File: src/inc/acdr_map.vh
`ifndef ACDR_MAP_VH
`define ACDR_MAP_VH
// address byte
`define ACDR_ADDR_HI 7'h6c
`define ACDR_DIR_BIT 0
// instruction byte one fields
`define ACDR_IB1_DIAG_EN 6
`define ACDR_IB1_OFS_EN 5
`define ACDR_IB1_FRONT_GAIN 4
`define ACDR_IB1_REAR_GAIN 3
`define ACDR_IB1_FRONT_UNMUTE 2
`define ACDR_IB1_REAR_UNMUTE 1
`define ACDR_IB1_CLIP_THR 0
// instruction byte two fields
`define ACDR_IB2_RUN 4
`define ACDR_IB2_LINE_MODE 3
`define ACDR_IB2_AC_EN 2
// reset values
`define ACDR_IB1_RST 8'h00
`define ACDR_IB2_RST 8'h00
// counts
`define ACDR_WR_BYTES 2'd2
`define ACDR_RD_BYTES 2'd3
`endif

File: src/core/acdr_regs.v
// Behaviour
// - address bit 0 picks direction, 0 write, 1 read
// - only address 1101100x is answered, d8 write, d9 read
// - byte one bit 6 enables load diagnostic
// - byte one bit 5 enables offset detection
// - byte one bits 4 and 3 pick front and rear gain, 1 is 12db
// - byte one bits 2 and 1 unmute front and rear pairs
// - byte one bit 0 picks clip threshold, 1 is 10 percent
// - byte two bit 4 high leaves standby
// - byte two bit 3 picks line driver diagnostic thresholds
// - byte two bit 2 enables ac current diagnostic
// - a read returns four diagnostic bytes in fixed order
// - diagnostic byte one bit 7 shows thermal warning
// - diagnostic byte one bit 6 shows cycle terminated
// - diagnostic byte two bit 7 shows offset detection active
// - diagnostic byte two bit 6 shows ac sensor active
// - diagnostic byte three bits 7,6 echo standby and diagnostic enable
// - bits 5..0 of each byte hold lf, lr, rf, rr faults; byte four top bits read zero
// - channel bit 5 shows ac open load
// - channel bit 4 shows permanent versus turn-on diagnostic
// - channel bit 3 shows shorted load
// - channel bit 2 shows open load or excess offset
// - channel bits 1 and 0 show short to supply and to ground
// - after each read every diagnostic cycle restarts
`default_nettype none
`include "acdr_map.vh"
module acdr_regs (
  // clocking
  input wire clock,
  input wire rst,
  input wire ce,
  // byte link from the bus engine
  input wire frame_start,
  input wire frame_stop,
  input wire rx_valid,
  input wire [7:0] rx_byte,
  output wire rx_ack,
  input wire tx_req,
  output reg [7:0] tx_byte,
  // amplifier status inputs
  input wire thermal_warn,
  input wire cycle_done,
  input wire [5:0] fault_left_front_channel,
  input wire [5:0] fault_left_rear_channel,
  input wire [5:0] fault_right_front_channel,
  input wire [5:0] fault_right_rear_channel,
  // amplifier controls
  output wire diag_enable,
  output wire offset_enable,
  output wire front_gain_low,
  output wire rear_gain_low,
  output wire front_unmute,
  output wire rear_unmute,
  output wire clip_detector_threshold,
  output wire amp_run,
  output wire line_driver_mode,
  output wire ac_enable,
  output reg diag_restart
);
  localparam [3:0] st_idle = 4'b0001;
  localparam [3:0] st_write = 4'b0010;
  localparam [3:0] st_read = 4'b0100;
  localparam [3:0] st_ignore = 4'b1000;

  reg [3:0] state_reg;
  reg [3:0] state_next;
  reg [1:0] count_reg;
  reg [1:0] count_next;
  reg first_reg;
  wire [7:0] instruction_byte_one;
  wire [7:0] instruction_byte_two;
  wire [5:0] held_lf;
  wire [5:0] held_lr;
  wire [5:0] held_rf;
  wire [5:0] held_rr;
  reg held_thermal_reg;
  reg held_done_reg;
  wire addr_match;
  wire load_one;
  wire load_two;
  wire [7:0] diagnostic_byte_lf;
  wire [7:0] diagnostic_byte_lr;
  wire [7:0] diagnostic_byte_rf;
  wire [7:0] diagnostic_byte_rr;

  assign addr_match = (rx_byte[7:1] == `ACDR_ADDR_HI);

  // ack address only when it matches; only the first two data bytes of a write are acked
  assign rx_ack = rx_valid && ((state_reg == st_idle && first_reg && addr_match) ||
    (state_reg == st_write && count_reg < `ACDR_WR_BYTES));

  always @* begin
    state_next = state_reg;
    count_next = count_reg;
    case (state_reg)
      st_idle: begin
        if (rx_valid && first_reg) begin
          if (!addr_match) begin
            state_next = st_ignore;
          end else if (rx_byte[`ACDR_DIR_BIT]) begin
            state_next = st_read;
          end else begin
            state_next = st_write;
          end
          count_next = 2'd0;
        end
      end
      st_write: begin
        if (rx_valid && count_reg < `ACDR_WR_BYTES) begin
          count_next = count_reg + 2'd1;
        end
      end
      st_read: begin
        if (tx_req && count_reg != `ACDR_RD_BYTES) begin
          count_next = count_reg + 2'd1;
        end
      end
      st_ignore: begin
        state_next = st_ignore;
      end
      default: begin
        state_next = st_idle;
      end
    endcase
    if (frame_start || frame_stop) begin
      state_next = st_idle;
      count_next = 2'd0;
    end
  end

  always @(posedge clock or posedge rst) begin
    if (rst) begin
      state_reg <= st_idle;
      count_reg <= 2'd0;
      first_reg <= 1'b0;
      diag_restart <= 1'b0;
    end else if (ce) begin
      state_reg <= state_next;
      count_reg <= count_next;
      if (frame_start) begin
        first_reg <= 1'b1;
      end else if (rx_valid) begin
        first_reg <= 1'b0;
      end
      // any read frame restarts all cycles when it ends, once only
      diag_restart <= (frame_stop || frame_start) && state_reg == st_read;
    end
  end

  assign load_one = rx_valid && state_reg == st_write && count_reg == 2'd0;
  assign load_two = rx_valid && state_reg == st_write && count_reg == 2'd1;

  // fixed-zero bits are stored as sent; master keeps them zero
  acdr_byte_reg u_ib1 (
    .clock(clock),
    .rst(rst),
    .ce(ce),
    .load(load_one),
    .din(rx_byte),
    .q(instruction_byte_one)
  );

  acdr_byte_reg u_ib2 (
    .clock(clock),
    .rst(rst),
    .ce(ce),
    .load(load_two),
    .din(rx_byte),
    .q(instruction_byte_two)
  );

  assign diag_enable = instruction_byte_one[`ACDR_IB1_DIAG_EN];
  assign offset_enable = instruction_byte_one[`ACDR_IB1_OFS_EN];
  assign front_gain_low = instruction_byte_one[`ACDR_IB1_FRONT_GAIN];
  assign rear_gain_low = instruction_byte_one[`ACDR_IB1_REAR_GAIN];
  assign front_unmute = instruction_byte_one[`ACDR_IB1_FRONT_UNMUTE];
  assign rear_unmute = instruction_byte_one[`ACDR_IB1_REAR_UNMUTE];
  assign clip_detector_threshold = instruction_byte_one[`ACDR_IB1_CLIP_THR];
  assign amp_run = instruction_byte_two[`ACDR_IB2_RUN];
  assign line_driver_mode = instruction_byte_two[`ACDR_IB2_LINE_MODE];
  assign ac_enable = instruction_byte_two[`ACDR_IB2_AC_EN];

  // snapshot at read address so all four bytes agree
  wire take;
  assign take = rx_valid && first_reg && addr_match && rx_byte[`ACDR_DIR_BIT];

  acdr_snap u_lf (
    .clock(clock),
    .rst(rst),
    .ce(ce),
    .take(take),
    .fault_in(fault_left_front_channel),
    .fault_q(held_lf)
  );

  acdr_snap u_lr (
    .clock(clock),
    .rst(rst),
    .ce(ce),
    .take(take),
    .fault_in(fault_left_rear_channel),
    .fault_q(held_lr)
  );

  acdr_snap u_rf (
    .clock(clock),
    .rst(rst),
    .ce(ce),
    .take(take),
    .fault_in(fault_right_front_channel),
    .fault_q(held_rf)
  );

  acdr_snap u_rr (
    .clock(clock),
    .rst(rst),
    .ce(ce),
    .take(take),
    .fault_in(fault_right_rear_channel),
    .fault_q(held_rr)
  );

  always @(posedge clock or posedge rst) begin
    if (rst) begin
      held_thermal_reg <= 1'b0;
      held_done_reg <= 1'b0;
    end else if (ce && take) begin
      held_thermal_reg <= thermal_warn;
      held_done_reg <= cycle_done;
    end
  end

  // channel fields: ac, perm, short, open/offset, vcc, gnd
  assign diagnostic_byte_lf = {held_thermal_reg, held_done_reg, held_lf};
  assign diagnostic_byte_lr = {offset_enable, ac_enable, held_lr};
  // standby echo taken from the real standby bit
  assign diagnostic_byte_rf = {amp_run, diag_enable, held_rf};
  assign diagnostic_byte_rr = {2'b00, held_rr};

  always @(posedge clock or posedge rst) begin
    if (rst) begin
      tx_byte <= 8'h00;
    end else if (ce) begin
      if (take || (state_reg == st_read && !tx_req)) begin
        if (take) begin
          // snapshot lands on this same edge, so use the live inputs
          tx_byte <= {thermal_warn, cycle_done, fault_left_front_channel};
        end else if (count_reg == 2'd0) begin
          tx_byte <= diagnostic_byte_lf;
        end else if (count_reg == 2'd1) begin
          tx_byte <= diagnostic_byte_lr;
        end else if (count_reg == 2'd2) begin
          tx_byte <= diagnostic_byte_rf;
        end else begin
          tx_byte <= diagnostic_byte_rr;
        end
      end
    end
  end
endmodule // acdr_regs
`default_nettype wire

File: src/core/acdr_byte_reg.v
`default_nettype none
module acdr_byte_reg (
  // clocking
  input wire clock,
  input wire rst,
  input wire ce,
  // write
  input wire load,
  input wire [7:0] din,
  // value
  output reg [7:0] q
);
  always @(posedge clock or posedge rst) begin
    if (rst) begin
      q <= 8'h00;
    end else if (ce && load) begin
      q <= din;
    end
  end
endmodule // acdr_byte_reg
`default_nettype wire

File: src/core/acdr_snap.v
`default_nettype none
module acdr_snap (
  // clocking
  input wire clock,
  input wire rst,
  input wire ce,
  // capture
  input wire take,
  input wire [5:0] fault_in,
  // held result
  output reg [5:0] fault_q
);
  // results frozen so a read returns the previous cycle
  always @(posedge clock or posedge rst) begin
    if (rst) begin
      fault_q <= 6'h00;
    end else if (ce && take) begin
      fault_q <= fault_in;
    end
  end
endmodule // acdr_snap
`default_nettype wire

File: config.mk
export PLATFORM = sky130hd
export DESIGN_NAME = acdr_regs
export DESIGN_NICKNAME = d
export VERILOG_FILES = /design/src/core/acdr_regs.v /design/src/core/acdr_byte_reg.v /design/src/core/acdr_snap.v
export VERILOG_INCLUDE_DIRS = /design/src /design/src/inc
export SDC_FILE = /design/constraint.sdc
export NUM_CORES = 1
export LEC_CHECK = 0
export ABC_AREA = 1
export BUFFER_PORTS_ARGS = -buffer_cell sky130_fd_sc_hd__buf_2
export CAP_MARGIN = 20
export CELL_PAD_IN_SITES_DETAIL_PLACEMENT = 0
export CELL_PAD_IN_SITES_GLOBAL_PLACEMENT = 2
export CORE_MARGIN = 5
export CORE_UTILIZATION = 30
export CTS_CLUSTER_SIZE = 12
export DETAILED_ROUTE_END_ITERATION = 6
export PLACE_DENSITY_LB_ADDON = 0.1
export SETUP_SLACK_MARGIN = 0.1
export SLEW_MARGIN = 20
export SYNTH_ARGS = -nofsm -noshare
export SYNTH_HDL_FRONTEND = slang
export SYNTH_SLANG_ARGS = --single-unit
File: constraint.sdc
create_clock -name clock -period 2.2 [get_ports clock]
set_input_delay 0.55 -clock clock [delete_from_list [all_inputs] [get_ports clock]]
set_output_delay 0.55 -clock clock [all_outputs]
set_load 0.01 [all_outputs]
==> impl_summary.txt, run 1 <==
----------------------------------------------------
[Layout]
  Cell area after layout ... between 3000 and 4000 µm²
  N_diodes ... 0
  Post-route core utilization ... 37.0%
  Share of post-route cells with drive strength above 1 ... a little under a quarter
  Biggest register ... tx_byte
  Biggest regs ... tx_byte x8, u_ib1.q x7
  Area Growth Syn to Fin ... 20.6%
  Fillers ... slightly below 1,000
  Max reg flops ... 8
  Final non-filler cell total ... ~520
  Number of nets at the end of the flow ... approximately 460

[Place]
  Placer Congestion ... 0.783
  Number of buffer cells added on primary ports ... 60
  Number of cells after detailed placement ... around 510
  Sum of net half-perimeters after detailed placement ... approximately 5.3 mm
  Dpl cell area ... between 3000 and 4000 µm²

[Pwr]
  Internal cell power ... about 1400 µW
  Sw power ... between 400 and 500 µW
  Clock network fraction of design power ... approximately 37%
  Pwr/cell area ... between 500 and 600 nW/µm²
  Switching portion of total power ... approximately 25%
  Worst IR drop on VDD ... approximately 0.26 mV
  Static leakage ... between 0.0015 and 0.002 µW
  Power Total ... 1830 µW
  Relative contribution of combinational cells to total power ... 9.1%
  Portion of total power attributed to sequential cells ... 54.2%

[Synth]
  Synth top area share ... ~48%
  Synth area leaders ... sky130_fd_sc_hd__dfrtp_1 48%, sky130_fd_sc_hd__nand2_1 22%, sky130_fd_sc_hd__nand3_1 7.1%
  Flip-flop and latch count after synthesis ... 52
  Synthesized instance count ... around 350
  Cell accounting for the most synthesized area ... sky130_fd_sc_hd__dfrtp_1
  Mean instance size in the synthesized netlist ... between 7 and 8 µm²
  Area of the mapped netlist ... 2670 µm²
  Number of warnings printed during yosys synthesis ... 0
  Ys flop type ... sky130_fd_sc_hd__dfrtp_1
  Number of enable-type register cells in the synthesized netlist ... 0
  Library cell with the highest instance count after synthesis ... sky130_fd_sc_hd__nand2_1
  Fraction of the yosys area taken by sequential cells ... 48.9%
  Post-synth top cells ... 158 x sky130_fd_sc_hd__nand2_1, 51 x sky130_fd_sc_hd__dfrtp_1, 38 x sky130_fd_sc_hd__nand3_1, 27 x sky130_fd_sc_hd__inv_1, 13 x sky130_fd_sc_hd__nor2_1
  Syn Nets ... just under 400
  Share of flip-flops with an asynchronous set or reset after synthesis ... between 90% and 100%
  Count of different cell masters after synthesis ... 27

[Clock tree]
  Clock transition at the registers of the reported paths ... roughly 0.1 ns
  Clock tree from TritonCTS ... built
  Post-CTS Hold Fix Bufs ... 0
  TritonCTS buffer count ... 5
  Count of cells resized by post-cts repair ... 0
  CTS HTree Levels ... 2
  Setup repair bufs after CTS ... 0
  Clock network latency to the later pin of the worst-skew pair ... 0.31 ns
  Largest buffer count on any clock path ... 2
  Buffer cell driving the clock tree root ... sky130_fd_sc_hd__clkbuf_8
  Clk sink count ... 52

[Floorplan]
  Standard-cell row count ... 34
  Die width ... 104 µm
  Die Y-Extent ... 104 µm
  Placeable Area ... just under 9000 µm²
  Effective utilization at floorplan ... 30.7%
  I/O pins ... 61
  Overall die area ... approximately 11,000 µm²

[STA]
  Clock period minus worst slack ... between 1.5 and 2 ns
  Remaining max-slew budget at the tightest pin ... a little under three quarters
  Max Slew Vio Count ... 0
  Post-Route Skew ... about 0.006 ns
  Post-route setup TNS ... 0 ns
  Setup-violating endpoint count in the final report ... 0
  Highest Clock Rate ... about 500 MHz
  Worst Tran Pin Value ... between 0.4 and 0.5 ns
  Number of failing hold endpoints at the final stage ... 0
  Setup repair after global routing missed its margin ... false
  Part of the cycle the worst path needs ... approximately nine tenths

[Route]
  Routed wire length per instance ... approximately 13 µm
  Number of remaining DRC errors ... 0
  Remaining antenna violation count after routing ... 0
  Length of the first detailed-routing pass in iterations ... 4
  Total vias in the final route ... approximately 2,400
  Number of DRC violations after detailed-routing iteration 0 ... slightly above 60
  Drt total wl ... between 6 and 7 mm
  Vias per inst ... roughly 4.6

[Setup path]
  Kind of end point of the critical path ... output pin
  Arrival time at the worst endpoint ... between 1 and 1.5 ns
  Kind of critical path ... register to output pin
  Maximum fanout along the worst path ... 4
  Number of buffers and inverters on the critical path ... 1
  Minimum setup slack among reg-to-reg paths ... ~0.49 ns
  Required time at the endpoint of the critical path ... around 1.7 ns
  R2r worst-path depth ... 8
  Startpoint of the lowest-slack register-to-register path ... count_reg[1]$_DFFE_PP0P_
  Worst path top cell family by delay ... simple AND/OR/NAND/NOR gates
  Sequence of cells on the critical path ... nor2_4 -> nand3_2 -> nor2_1 -> nand2_1 -> o21ai_0 -> buf_2
  Slowest stage cell, crit path ... sky130_fd_sc_hd__dfrtp_1
  Maximum cell stage delay along the critical path ... about 0.44 ns
  CP startpoint kind ... register
  Endpoint of the worst register-to-register path ... tx_byte[3]$_DFFE_PP0P_

[Global route]
  Number of global-route vias before repair ... approximately 2,400
  Global-route wire length before repair ... approximately 12 mm
  Aggregate global-route resource usage ... 13.5%
  Initial antenna violation count ... 0
  Pin count of the biggest net entering global routing ... 53
  Total gr overflow ... 0

[Min path]
  Type of the tightest min-delay check ... input pin to async pin

[Job]
  Max cap viols ... 0

[Outcome]
  Result of the run ... completed

----------------------------------------------------
==> stage by stage <==
| step | worst slack (ns) | hold WS [ns] |
|---|---|---|
| global route | 0.116 | 0.299 |
| floorplan | 0.394 | 0.449 |
| detailed placement | 0.291 | 0.465 |
| CTS | 0.138 | 0.282 |
| finish | 0.219 | 0.272 |
| global placement | 0.310 | 0.463 |
==> how the worst max path moves through the flow <==
stage,startpoint,to,depth (start not counted)
6_report,state_reg[3]$_DFFE_PP0P_,rx_ack,6
5_1_grt,state_reg[3]$_DFFE_PP0P_,rx_ack,6
4_1_cts,state_reg[3]$_DFFE_PP0P_,rx_ack,6
3_5_place_dp,rx_byte[1],rx_ack,7
3_3_place_gp,rx_byte[1],rx_ack,7
2_1_floorplan,rst,count_reg[0]$_DFFE_PP0P_,1
==> worst register-to-register path, cell delays in order (launching register included) <==
cell                       delay (ns)
sky130_fd_sc_hd__dfrtp_1         0.41
sky130_fd_sc_hd__inv_1           0.09
sky130_fd_sc_hd__ha_1            0.23
sky130_fd_sc_hd__inv_1           0.35
sky130_fd_sc_hd__nand3_1         0.17
sky130_fd_sc_hd__o211ai_1        0.13
sky130_fd_sc_hd__nand3_1         0.09
sky130_fd_sc_hd__nand3_1         0.09
sky130_fd_sc_hd__nand2_1         0.05
==> layout by cell type, fill, tap and decap left out <==
| cell | instances |
|---|---|
| sky130_fd_sc_hd__nand2_4 | 1 |
| sky130_fd_sc_hd__buf_2 | 60 |
| sky130_fd_sc_hd__clkinv_2 | 1 |
| sky130_fd_sc_hd__buf_12 | 1 |
| sky130_fd_sc_hd__ha_1 | 4 |
| sky130_fd_sc_hd__nor2_4 | 2 |
| sky130_fd_sc_hd__nand3_4 | 1 |
| sky130_fd_sc_hd__o21ai_0 | 5 |
| sky130_fd_sc_hd__a21oi_2 | 1 |
| sky130_fd_sc_hd__nand3_2 | 2 |
| sky130_fd_sc_hd__a31oi_1 | 2 |
| sky130_fd_sc_hd__dfrtp_1 | 51 |
| sky130_fd_sc_hd__inv_4 | 1 |
| sky130_fd_sc_hd__nand2_1 | 157 |
| sky130_fd_sc_hd__bufinv_16 | 1 |
| sky130_fd_sc_hd__nand2_2 | 3 |
| sky130_fd_sc_hd__o211ai_1 | 6 |
| sky130_fd_sc_hd__dfstp_2 | 1 |
| sky130_fd_sc_hd__nor2_8 | 1 |
| sky130_fd_sc_hd__o21ai_1 | 12 |
| sky130_fd_sc_hd__nor2_2 | 2 |
| sky130_fd_sc_hd__nor3_1 | 2 |
| sky130_fd_sc_hd__o31ai_1 | 1 |
| sky130_fd_sc_hd__buf_4 | 6 |
| sky130_fd_sc_hd__nand4_1 | 2 |
| sky130_fd_sc_hd__nand3_1 | 37 |
| sky130_fd_sc_hd__clkbuf_1 | 1 |
| sky130_fd_sc_hd__inv_2 | 6 |
| sky130_fd_sc_hd__nor2_1 | 13 |
| sky130_fd_sc_hd__inv_1 | 26 |
| sky130_fd_sc_hd__clkbuf_8 | 5 |
==> cell type report <==
| cell class | count | area [µm²] | share of cell area (%) |
|---|---|---|---|
| clock buffers | 6 | 72.6 | 2.26 |
| clock inverters | 2 | 35.0 | 1.09 |
| inverters | 33 | 126 | 3.93 |
| multi-input cells | 254 | 1180 | 36.6 |
| flip-flops and latches | 52 | 1300 | 40.5 |
| well taps | 108 | 135 | 4.20 |
| repair buffers | 67 | 365 | 11.4 |
==> power by group through the flow <==
stage	clock [µW]	combinational [µW]	sequential [µW]
after floorplan	0	88.1	1010
after global placement	0	171	1010
after detailed placement	0	170	1010
after CTS	696	171	992
after global routing	725	194	996
final	671	167	993
==> per-layer routing <==
metal / up-vias / share of wire, % / track usage [%]
met3: 8 / 3.3 / 2.79
met2: 41 / 49 / 22.8
met5: - / 0 / 0
met4: 0 / 1.0 / 3.05
li1: 1228 / - / -
met1: 1100 / 47 / 17.7
==> cells by family after synthesis <==
family,Yosys count,share of synthesized area (%)
buf+inv,43,7.42
simple gates,223,35.9
flops,52,48.9
fa+ha+maj,4,1.88
compound gates,27,5.96
Power figures use the tool's default switching activity.
==> run 2: changes to the inputs <==
Settings changed: REMOVE_ABC_BUFFERS from default to 1, SYNTH_HIERARCHICAL from default to 1.
==> run 2 against run 1 <==
Effect of this change: synthesized cell count increased by 7.4%; worst hold slack got worse by 0.10 ns; first-iteration DRC count increased by 21%; combinational power increased by 28%; count of clock-buffer cells in the layout unchanged; largest cell class is now multi-input gates.
==> impl_summary.txt, run 2 <==
----------------------------------------------------
[Setup path]
  R2r worst-path depth ... 11
  Startpoint of the lowest-slack register-to-register path ... count_reg[0]$_DFFE_PP0P_
  Required time at the endpoint of the critical path ... ~1.7 ns
  Endpoint of the worst register-to-register path ... tx_byte[2]$_DFFE_PP0P_
  Minimum setup slack among reg-to-reg paths ... approximately 0.53 ns
  CP startpoint kind ... register
  Kind of end point of the critical path ... output pin
  Maximum fanout along the worst path ... 4
  Arrival time at the worst endpoint ... about 1.4 ns
  Kind of critical path ... register to output pin

[STA]
  Number of failing hold endpoints at the final stage ... 0
  Remaining max-slew budget at the tightest pin ... 74.2%
  Setup-violating endpoint count in the final report ... 0
  Highest Clock Rate ... around 510 MHz
  Clock period minus worst slack ... between 1.5 and 2 ns
  Part of the cycle the worst path needs ... 89.6%
  Post-Route Skew ... around 0.0077 ns
  Worst Tran Pin Value ... around 0.39 ns
  Setup repair after global routing missed its margin ... false
  Post-route setup TNS ... 0 ns
  Max Slew Vio Count ... 0

[Floorplan]
  Die width ... roughly 110 µm
  Effective utilization at floorplan ... between 30% and 40%
  Overall die area ... 12,000 µm²
  Standard-cell row count ... 36
  I/O pins ... 61
  Die Y-Extent ... 109 µm
  Placeable Area ... 9730 µm²

[Clock tree]
  Clk sink count ... 52
  Clock transition at the registers of the reported paths ... 0.10 ns
  Clock tree from TritonCTS ... built
  TritonCTS buffer count ... 5
  Post-CTS Hold Fix Bufs ... 0
  Buffer cell driving the clock tree root ... sky130_fd_sc_hd__clkbuf_8
  Setup repair bufs after CTS ... 0
  Clock network latency to the later pin of the worst-skew pair ... 0.31 ns
  CTS HTree Levels ... 2
  Largest buffer count on any clock path ... 2

[Place]
  Number of buffer cells added on primary ports ... 60
  Sum of net half-perimeters after detailed placement ... 6.44 mm
  Placer Congestion ... just under 0.8

[Global route]
  Aggregate global-route resource usage ... between 10% and 20%
  Initial antenna violation count ... 0
  Total gr overflow ... 0
  Global-route wire length before repair ... roughly 14 mm
  Pin count of the biggest net entering global routing ... 29
  Number of global-route vias before repair ... around 2,800

[Route]
  Number of remaining DRC errors ... 0
  Remaining antenna violation count after routing ... 0
  Drt total wl ... 8.11 mm
  Total vias in the final route ... ~2,600
  Routed wire length per instance ... 14.1 µm
  Vias per inst ... about 4.5
  Length of the first detailed-routing pass in iterations ... 4
  Number of DRC violations after detailed-routing iteration 0 ... 74

[Min path]
  Type of the tightest min-delay check ... input pin to async pin

[Synth]
  Area of the mapped netlist ... ~3000 µm²
  Number of warnings printed during yosys synthesis ... 6
  Mean instance size in the synthesized netlist ... between 7 and 8 µm²
  Synthesized instance count ... between 300 and 400

[Pwr]
  Pwr/cell area ... 509 nW/µm²
  Static leakage ... around 0.0020 µW
  Power Total ... ~1800 µW
  Worst IR drop on VDD ... about 0.23 mV

[Layout]
  Biggest regs ... tx_byte x8, u_ib1/q x7
  Leading cell type in the layout, fill and taps excluded ... sky130_fd_sc_hd__nand2_1
  Area Growth Syn to Fin ... 19.5%
  Max reg flops ... 8
  N_diodes ... 0
  Share of post-route cells with drive strength above 1 ... between 20% and 30%
  Fillers ... 1,100
  Biggest register ... tx_byte
  Top library cells by usage in the layout, fill and taps aside ... 155 x sky130_fd_sc_hd__nand2_1, 64 x sky130_fd_sc_hd__nand3_1, 60 x sky130_fd_sc_hd__buf_2, 50 x sky130_fd_sc_hd__dfrtp_1, 19 x sky130_fd_sc_hd__inv_1
  Number of nets at the end of the flow ... slightly below 500

[Job]
  Max cap viols ... 0

[Outcome]
  Result of the run ... completed

----------------------------------------------------
run 2: what timing repair did:
action	in CTS	in global routing
endpoints found under the setup margin	1	1
gates resized for setup	1	2
endpoints found under the hold margin	0	0
pin swaps	0	0
run 2: layout make-up:
class,count,area (µm²),area share [%]
Inverter,23,87.6,2.47
Sequential cell,52,1300,36.8
Clock inverter,2,13.8,0.388
Tap cell,133,166,4.69
Clock buffer,6,82.6,2.33
Timing Repair Buffer,71,395,11.1
Multi-Input combinational cell,290,1500,42.2
run 2: critical path: stages (launching register included):
cell                      delay [ns]
sky130_fd_sc_hd__dfrtp_1        0.43
sky130_fd_sc_hd__nor2_4         0.17
sky130_fd_sc_hd__nand3_2        0.11
sky130_fd_sc_hd__nor2_1         0.11
sky130_fd_sc_hd__nand2_1        0.05
sky130_fd_sc_hd__o21ai_0        0.08
sky130_fd_sc_hd__buf_2          0.16
run 2: per-stage QoR:
stage,area [µm²],hold slack (ns),setup WS [ns],util (%),instances
floorplan,2880,0.304,-0.320,-,365
global placement,3440,0.451,0.402,35.4,569
detailed placement,3440,0.455,0.375,35.4,569
CTS,3540,0.176,0.153,36.4,577
global route,3550,0.186,0.102,36.5,577
finish,3550,0.172,0.229,36.5,577
run 2: worst max path at each step:
stage / startpoint / end / cells after the start
2_1_floorplan: rx_byte[2] / u_lf/fault_q[0]$_DFFE_PP0P_ / 8
3_3_place_gp: rx_byte[2] / rx_ack / 7
3_5_place_dp: rx_byte[2] / rx_ack / 7
4_1_cts: state_reg[3]$_DFFE_PP0P_ / rx_ack / 6
5_1_grt: state_reg[1]$_DFFE_PP0P_ / rx_ack / 5
6_report: state_reg[2]$_DFFE_PP0P_ / rx_ack / 6
run 2: per-layer routing:
metal,routed length (µm),track usage [%]
met5,0,0
met4,82,3.74
met3,398,2.76
met2,3870,24.5
met1,3760,19.6
run 2: report_power, final:
group	switching, µW	internal, µW	total, µW
Clock	333	258	591
Sequential	19.3	981	1000
Combinational	139	73.7	213
Total	491	1310	1800
==> run 3: changes to the inputs <==
Settings changed: CORE_UTILIZATION 30 to 32.
==> run 3 against run 2 <==
Effect of this change: fmax is 1.2% lower; sequential cell count unchanged; critical endpoint unchanged; clock power rose by 14%; largest power group unchanged; sequential share of layout area increased by 0.18 points; highest routed layer unchanged; via count rose by 0.50%; sequential power is essentially flat; critical path type unchanged; die area down 5.7%; non-clock buffer count fell by 1; utilization is 2.1 points higher; setup slack lost 0.024 ns; worst hold slack improved by 0.013 ns.
==> impl_summary.txt, run 3 (synthesized netlist as in run 2, its figures left out) <==
----------------------------------------------------
[Route]
  Drt total wl ... about 8.0 mm
  Remaining antenna violation count after routing ... 0
  Routed wire length per instance ... about 14 µm
  Total vias in the final route ... ~2,600
  Vias per inst ... approximately 4.7
  Number of DRC violations after detailed-routing iteration 0 ... 87
  Number of remaining DRC errors ... 0
  Length of the first detailed-routing pass in iterations ... 4

[STA]
  Remaining max-slew budget at the tightest pin ... 74.1%
  Setup repair after global routing missed its margin ... false
  Part of the cycle the worst path needs ... 90.6%
  Clock period minus worst slack ... 1.99 ns
  Max Slew Vio Count ... 0
  Number of failing hold endpoints at the final stage ... 0
  Worst Tran Pin Value ... about 0.39 ns
  Least setup slack across all paths after layout ... ~0.2 ns
  Setup-violating endpoint count in the final report ... 0
  Post-Route Skew ... between 0.009 and 0.01 ns
  Highest Clock Rate ... ~500 MHz

[Pwr]
  Portion of total power attributed to sequential cells ... a little over half
  Sw power ... 491 µW
  Internal cell power ... between 1000 and 1500 µW
  Clock network fraction of design power ... ~36%
  Pwr/cell area ... 535 nW/µm²
  Worst IR drop on VDD ... 0.355 mV
  Relative contribution of combinational cells to total power ... 11.4%
  Switching portion of total power ... a little over a quarter
  Static leakage ... approximately 0.002 µW

[Clock tree]
  Buffer cell driving the clock tree root ... sky130_fd_sc_hd__clkbuf_8
  TritonCTS buffer count ... 5
  Clock network latency to the later pin of the worst-skew pair ... a little over 0.3 ns
  Clk sink count ... 52
  Clock transition at the registers of the reported paths ... about 0.10 ns
  Largest buffer count on any clock path ... 2
  Clock tree from TritonCTS ... built
  CTS HTree Levels ... 2
  Post-CTS Hold Fix Bufs ... 0

[Setup path]
  Kind of end point of the critical path ... output pin
  Arrival time at the worst endpoint ... between 1 and 1.5 ns
  Required time at the endpoint of the critical path ... between 1.5 and 2 ns
  Kind of critical path ... register to output pin
  Maximum fanout along the worst path ... 4
  Startpoint of the lowest-slack register-to-register path ... count_reg[0]$_DFFE_PP0P_
  R2r worst-path depth ... 11
  Minimum setup slack among reg-to-reg paths ... about 0.54 ns
  Critical path launch point ... state_reg[3]$_DFFE_PP0P_
  CP startpoint kind ... register

[Job]
  Max cap viols ... 0

[Place]
  Pre-CTS worst setup slack ... around 0.36 ns
  Number of buffer cells added on primary ports ... 60
  Placer Congestion ... roughly 0.77
  Number of cells after detailed placement ... about 550
  Sum of net half-perimeters after detailed placement ... roughly 6.2 mm

[Layout]
  Biggest regs ... tx_byte x8, u_ib1/q x7
  N_diodes ... 0
  Share of post-route cells with drive strength above 1 ... a little over a quarter
  Number of nets at the end of the flow ... around 490
  Top library cells by usage in the layout, fill and taps aside ... 155 x sky130_fd_sc_hd__nand2_1, 64 x sky130_fd_sc_hd__nand3_1, 60 x sky130_fd_sc_hd__buf_2, 50 x sky130_fd_sc_hd__dfrtp_1, 19 x sky130_fd_sc_hd__inv_1
  Leading cell type in the layout, fill and taps excluded ... sky130_fd_sc_hd__nand2_1
  Max reg flops ... 8
  Final non-filler cell total ... about 550
  Post-route core utilization ... around 39%
  Biggest register ... tx_byte
  Area Growth Syn to Fin ... 18.9%

[Global route]
  Initial antenna violation count ... 0
  Aggregate global-route resource usage ... between 15 and 20%
  Total gr overflow ... 0
  Global-route wire length before repair ... between 10 and 15 mm
  Pin count of the biggest net entering global routing ... 29
  Number of global-route vias before repair ... 2,740

[Floorplan]
  I/O pins ... 61
  Standard-cell row count ... 35
  Die width ... between 100 and 150 µm
  Overall die area ... roughly 11,000 µm²
  Placeable Area ... between 9000 and 10,000 µm²
  Effective utilization at floorplan ... roughly a third
  Die Y-Extent ... roughly 110 µm

[Outcome]
  Result of the run ... completed

[Min path]
  Type of the tightest min-delay check ... input pin to async pin

----------------------------------------------------
-- run 3: cell count changes in the layout (fill, tap and decap cells not counted) --
| cell | delta |
|---|---|
| sky130_fd_sc_hd__buf_4 | -1 |
| sky130_fd_sc_hd__o21ai_2 | +1 |
| sky130_fd_sc_hd__o21ai_0 | -1 |
| sky130_fd_sc_hd__clkbuf_8 | -1 |
| sky130_fd_sc_hd__nor2_1 | -1 |
| sky130_fd_sc_hd__inv_6 | -1 |
| sky130_fd_sc_hd__nor2_2 | +1 |
| sky130_fd_sc_hd__bufinv_16 | +1 |
| sky130_fd_sc_hd__clkbuf_1 | +1 |
-- run 3: power groups by stage --
stage | Combinational [µW] | Clock, µW | Sequential [µW]
after global routing | 245 | 738 | 1000
after global placement | 210 | 0 | 1020
after CTS | 214 | 696 | 1000
after detailed placement | 212 | 0 | 1020
final | 216 | 671 | 1000
after floorplan | 96.0 | 0 | 1020
-- run 3: critical path, stage by stage, from the launching register on --
cell                      delay [ns]
sky130_fd_sc_hd__dfrtp_2        0.46
sky130_fd_sc_hd__nor2_4         0.17
sky130_fd_sc_hd__nand3_2        0.12
sky130_fd_sc_hd__nor2_2         0.12
sky130_fd_sc_hd__nand2_1        0.07
sky130_fd_sc_hd__o21ai_2        0.06
sky130_fd_sc_hd__buf_2          0.14
-- run 3: layout make-up --
class | count | area (µm²)
Fill cell | 1007 | 5620
Multi-Input combinational cell | 290 | 1500
Sequential cell | 52 | 1300
Timing Repair Buffer | 70 | 388
Tap cell | 111 | 139
Inverter | 23 | 87.6
Clock buffer | 6 | 72.6
Clock inverter | 2 | 35.0
-- run 3: routing by layer --
metal / share of wire, % / vias to the layer above / GRT usage, %
li1: - / 1347 / -
met1: 47 / 1226 / 20.6
met2: 48 / 51 / 24.6
met4: 0.95 / 0 / 3.61
met3: 3.5 / 7 / 2.85
met5: 0 / - / 0
-- run 3: worst paths after layout --
| kind | endpoint |
|---|---|
| min | u_ib2/q[3]$_DFFE_PP0P_ |
| min in group clock | u_rr/fault_q[4]$_DFFE_PP0P_ |
| max | rx_ack |
| max in group asynchronous | state_reg[0]$_DFFE_PP1P_ |
| max reg2reg | tx_byte[3]$_DFFE_PP0P_ |
| min reg2reg | u_lr/fault_q[0]$_DFFE_PP0P_ |
-- run 3: what timing repair did --
item,4_1_cts,5_1_grt
setup endpoints to repair,1,1
setup buffers,0,1
pin swaps,0,2
gates resized for setup,1,5
-- run 3: metrics by stage --
stage                     TNS (ns)  instance area, µm²  hold slack [ns]  total power, µW
after CTS                        0                3510            0.179             1910
after floorplan              -7.68                2880            0.304             1110
final                            0                3530            0.185             1890
after global placement           0                3400            0.449             1230
after detailed placement         0                3400            0.455             1230
after global routing             0                3530            0.197             1990
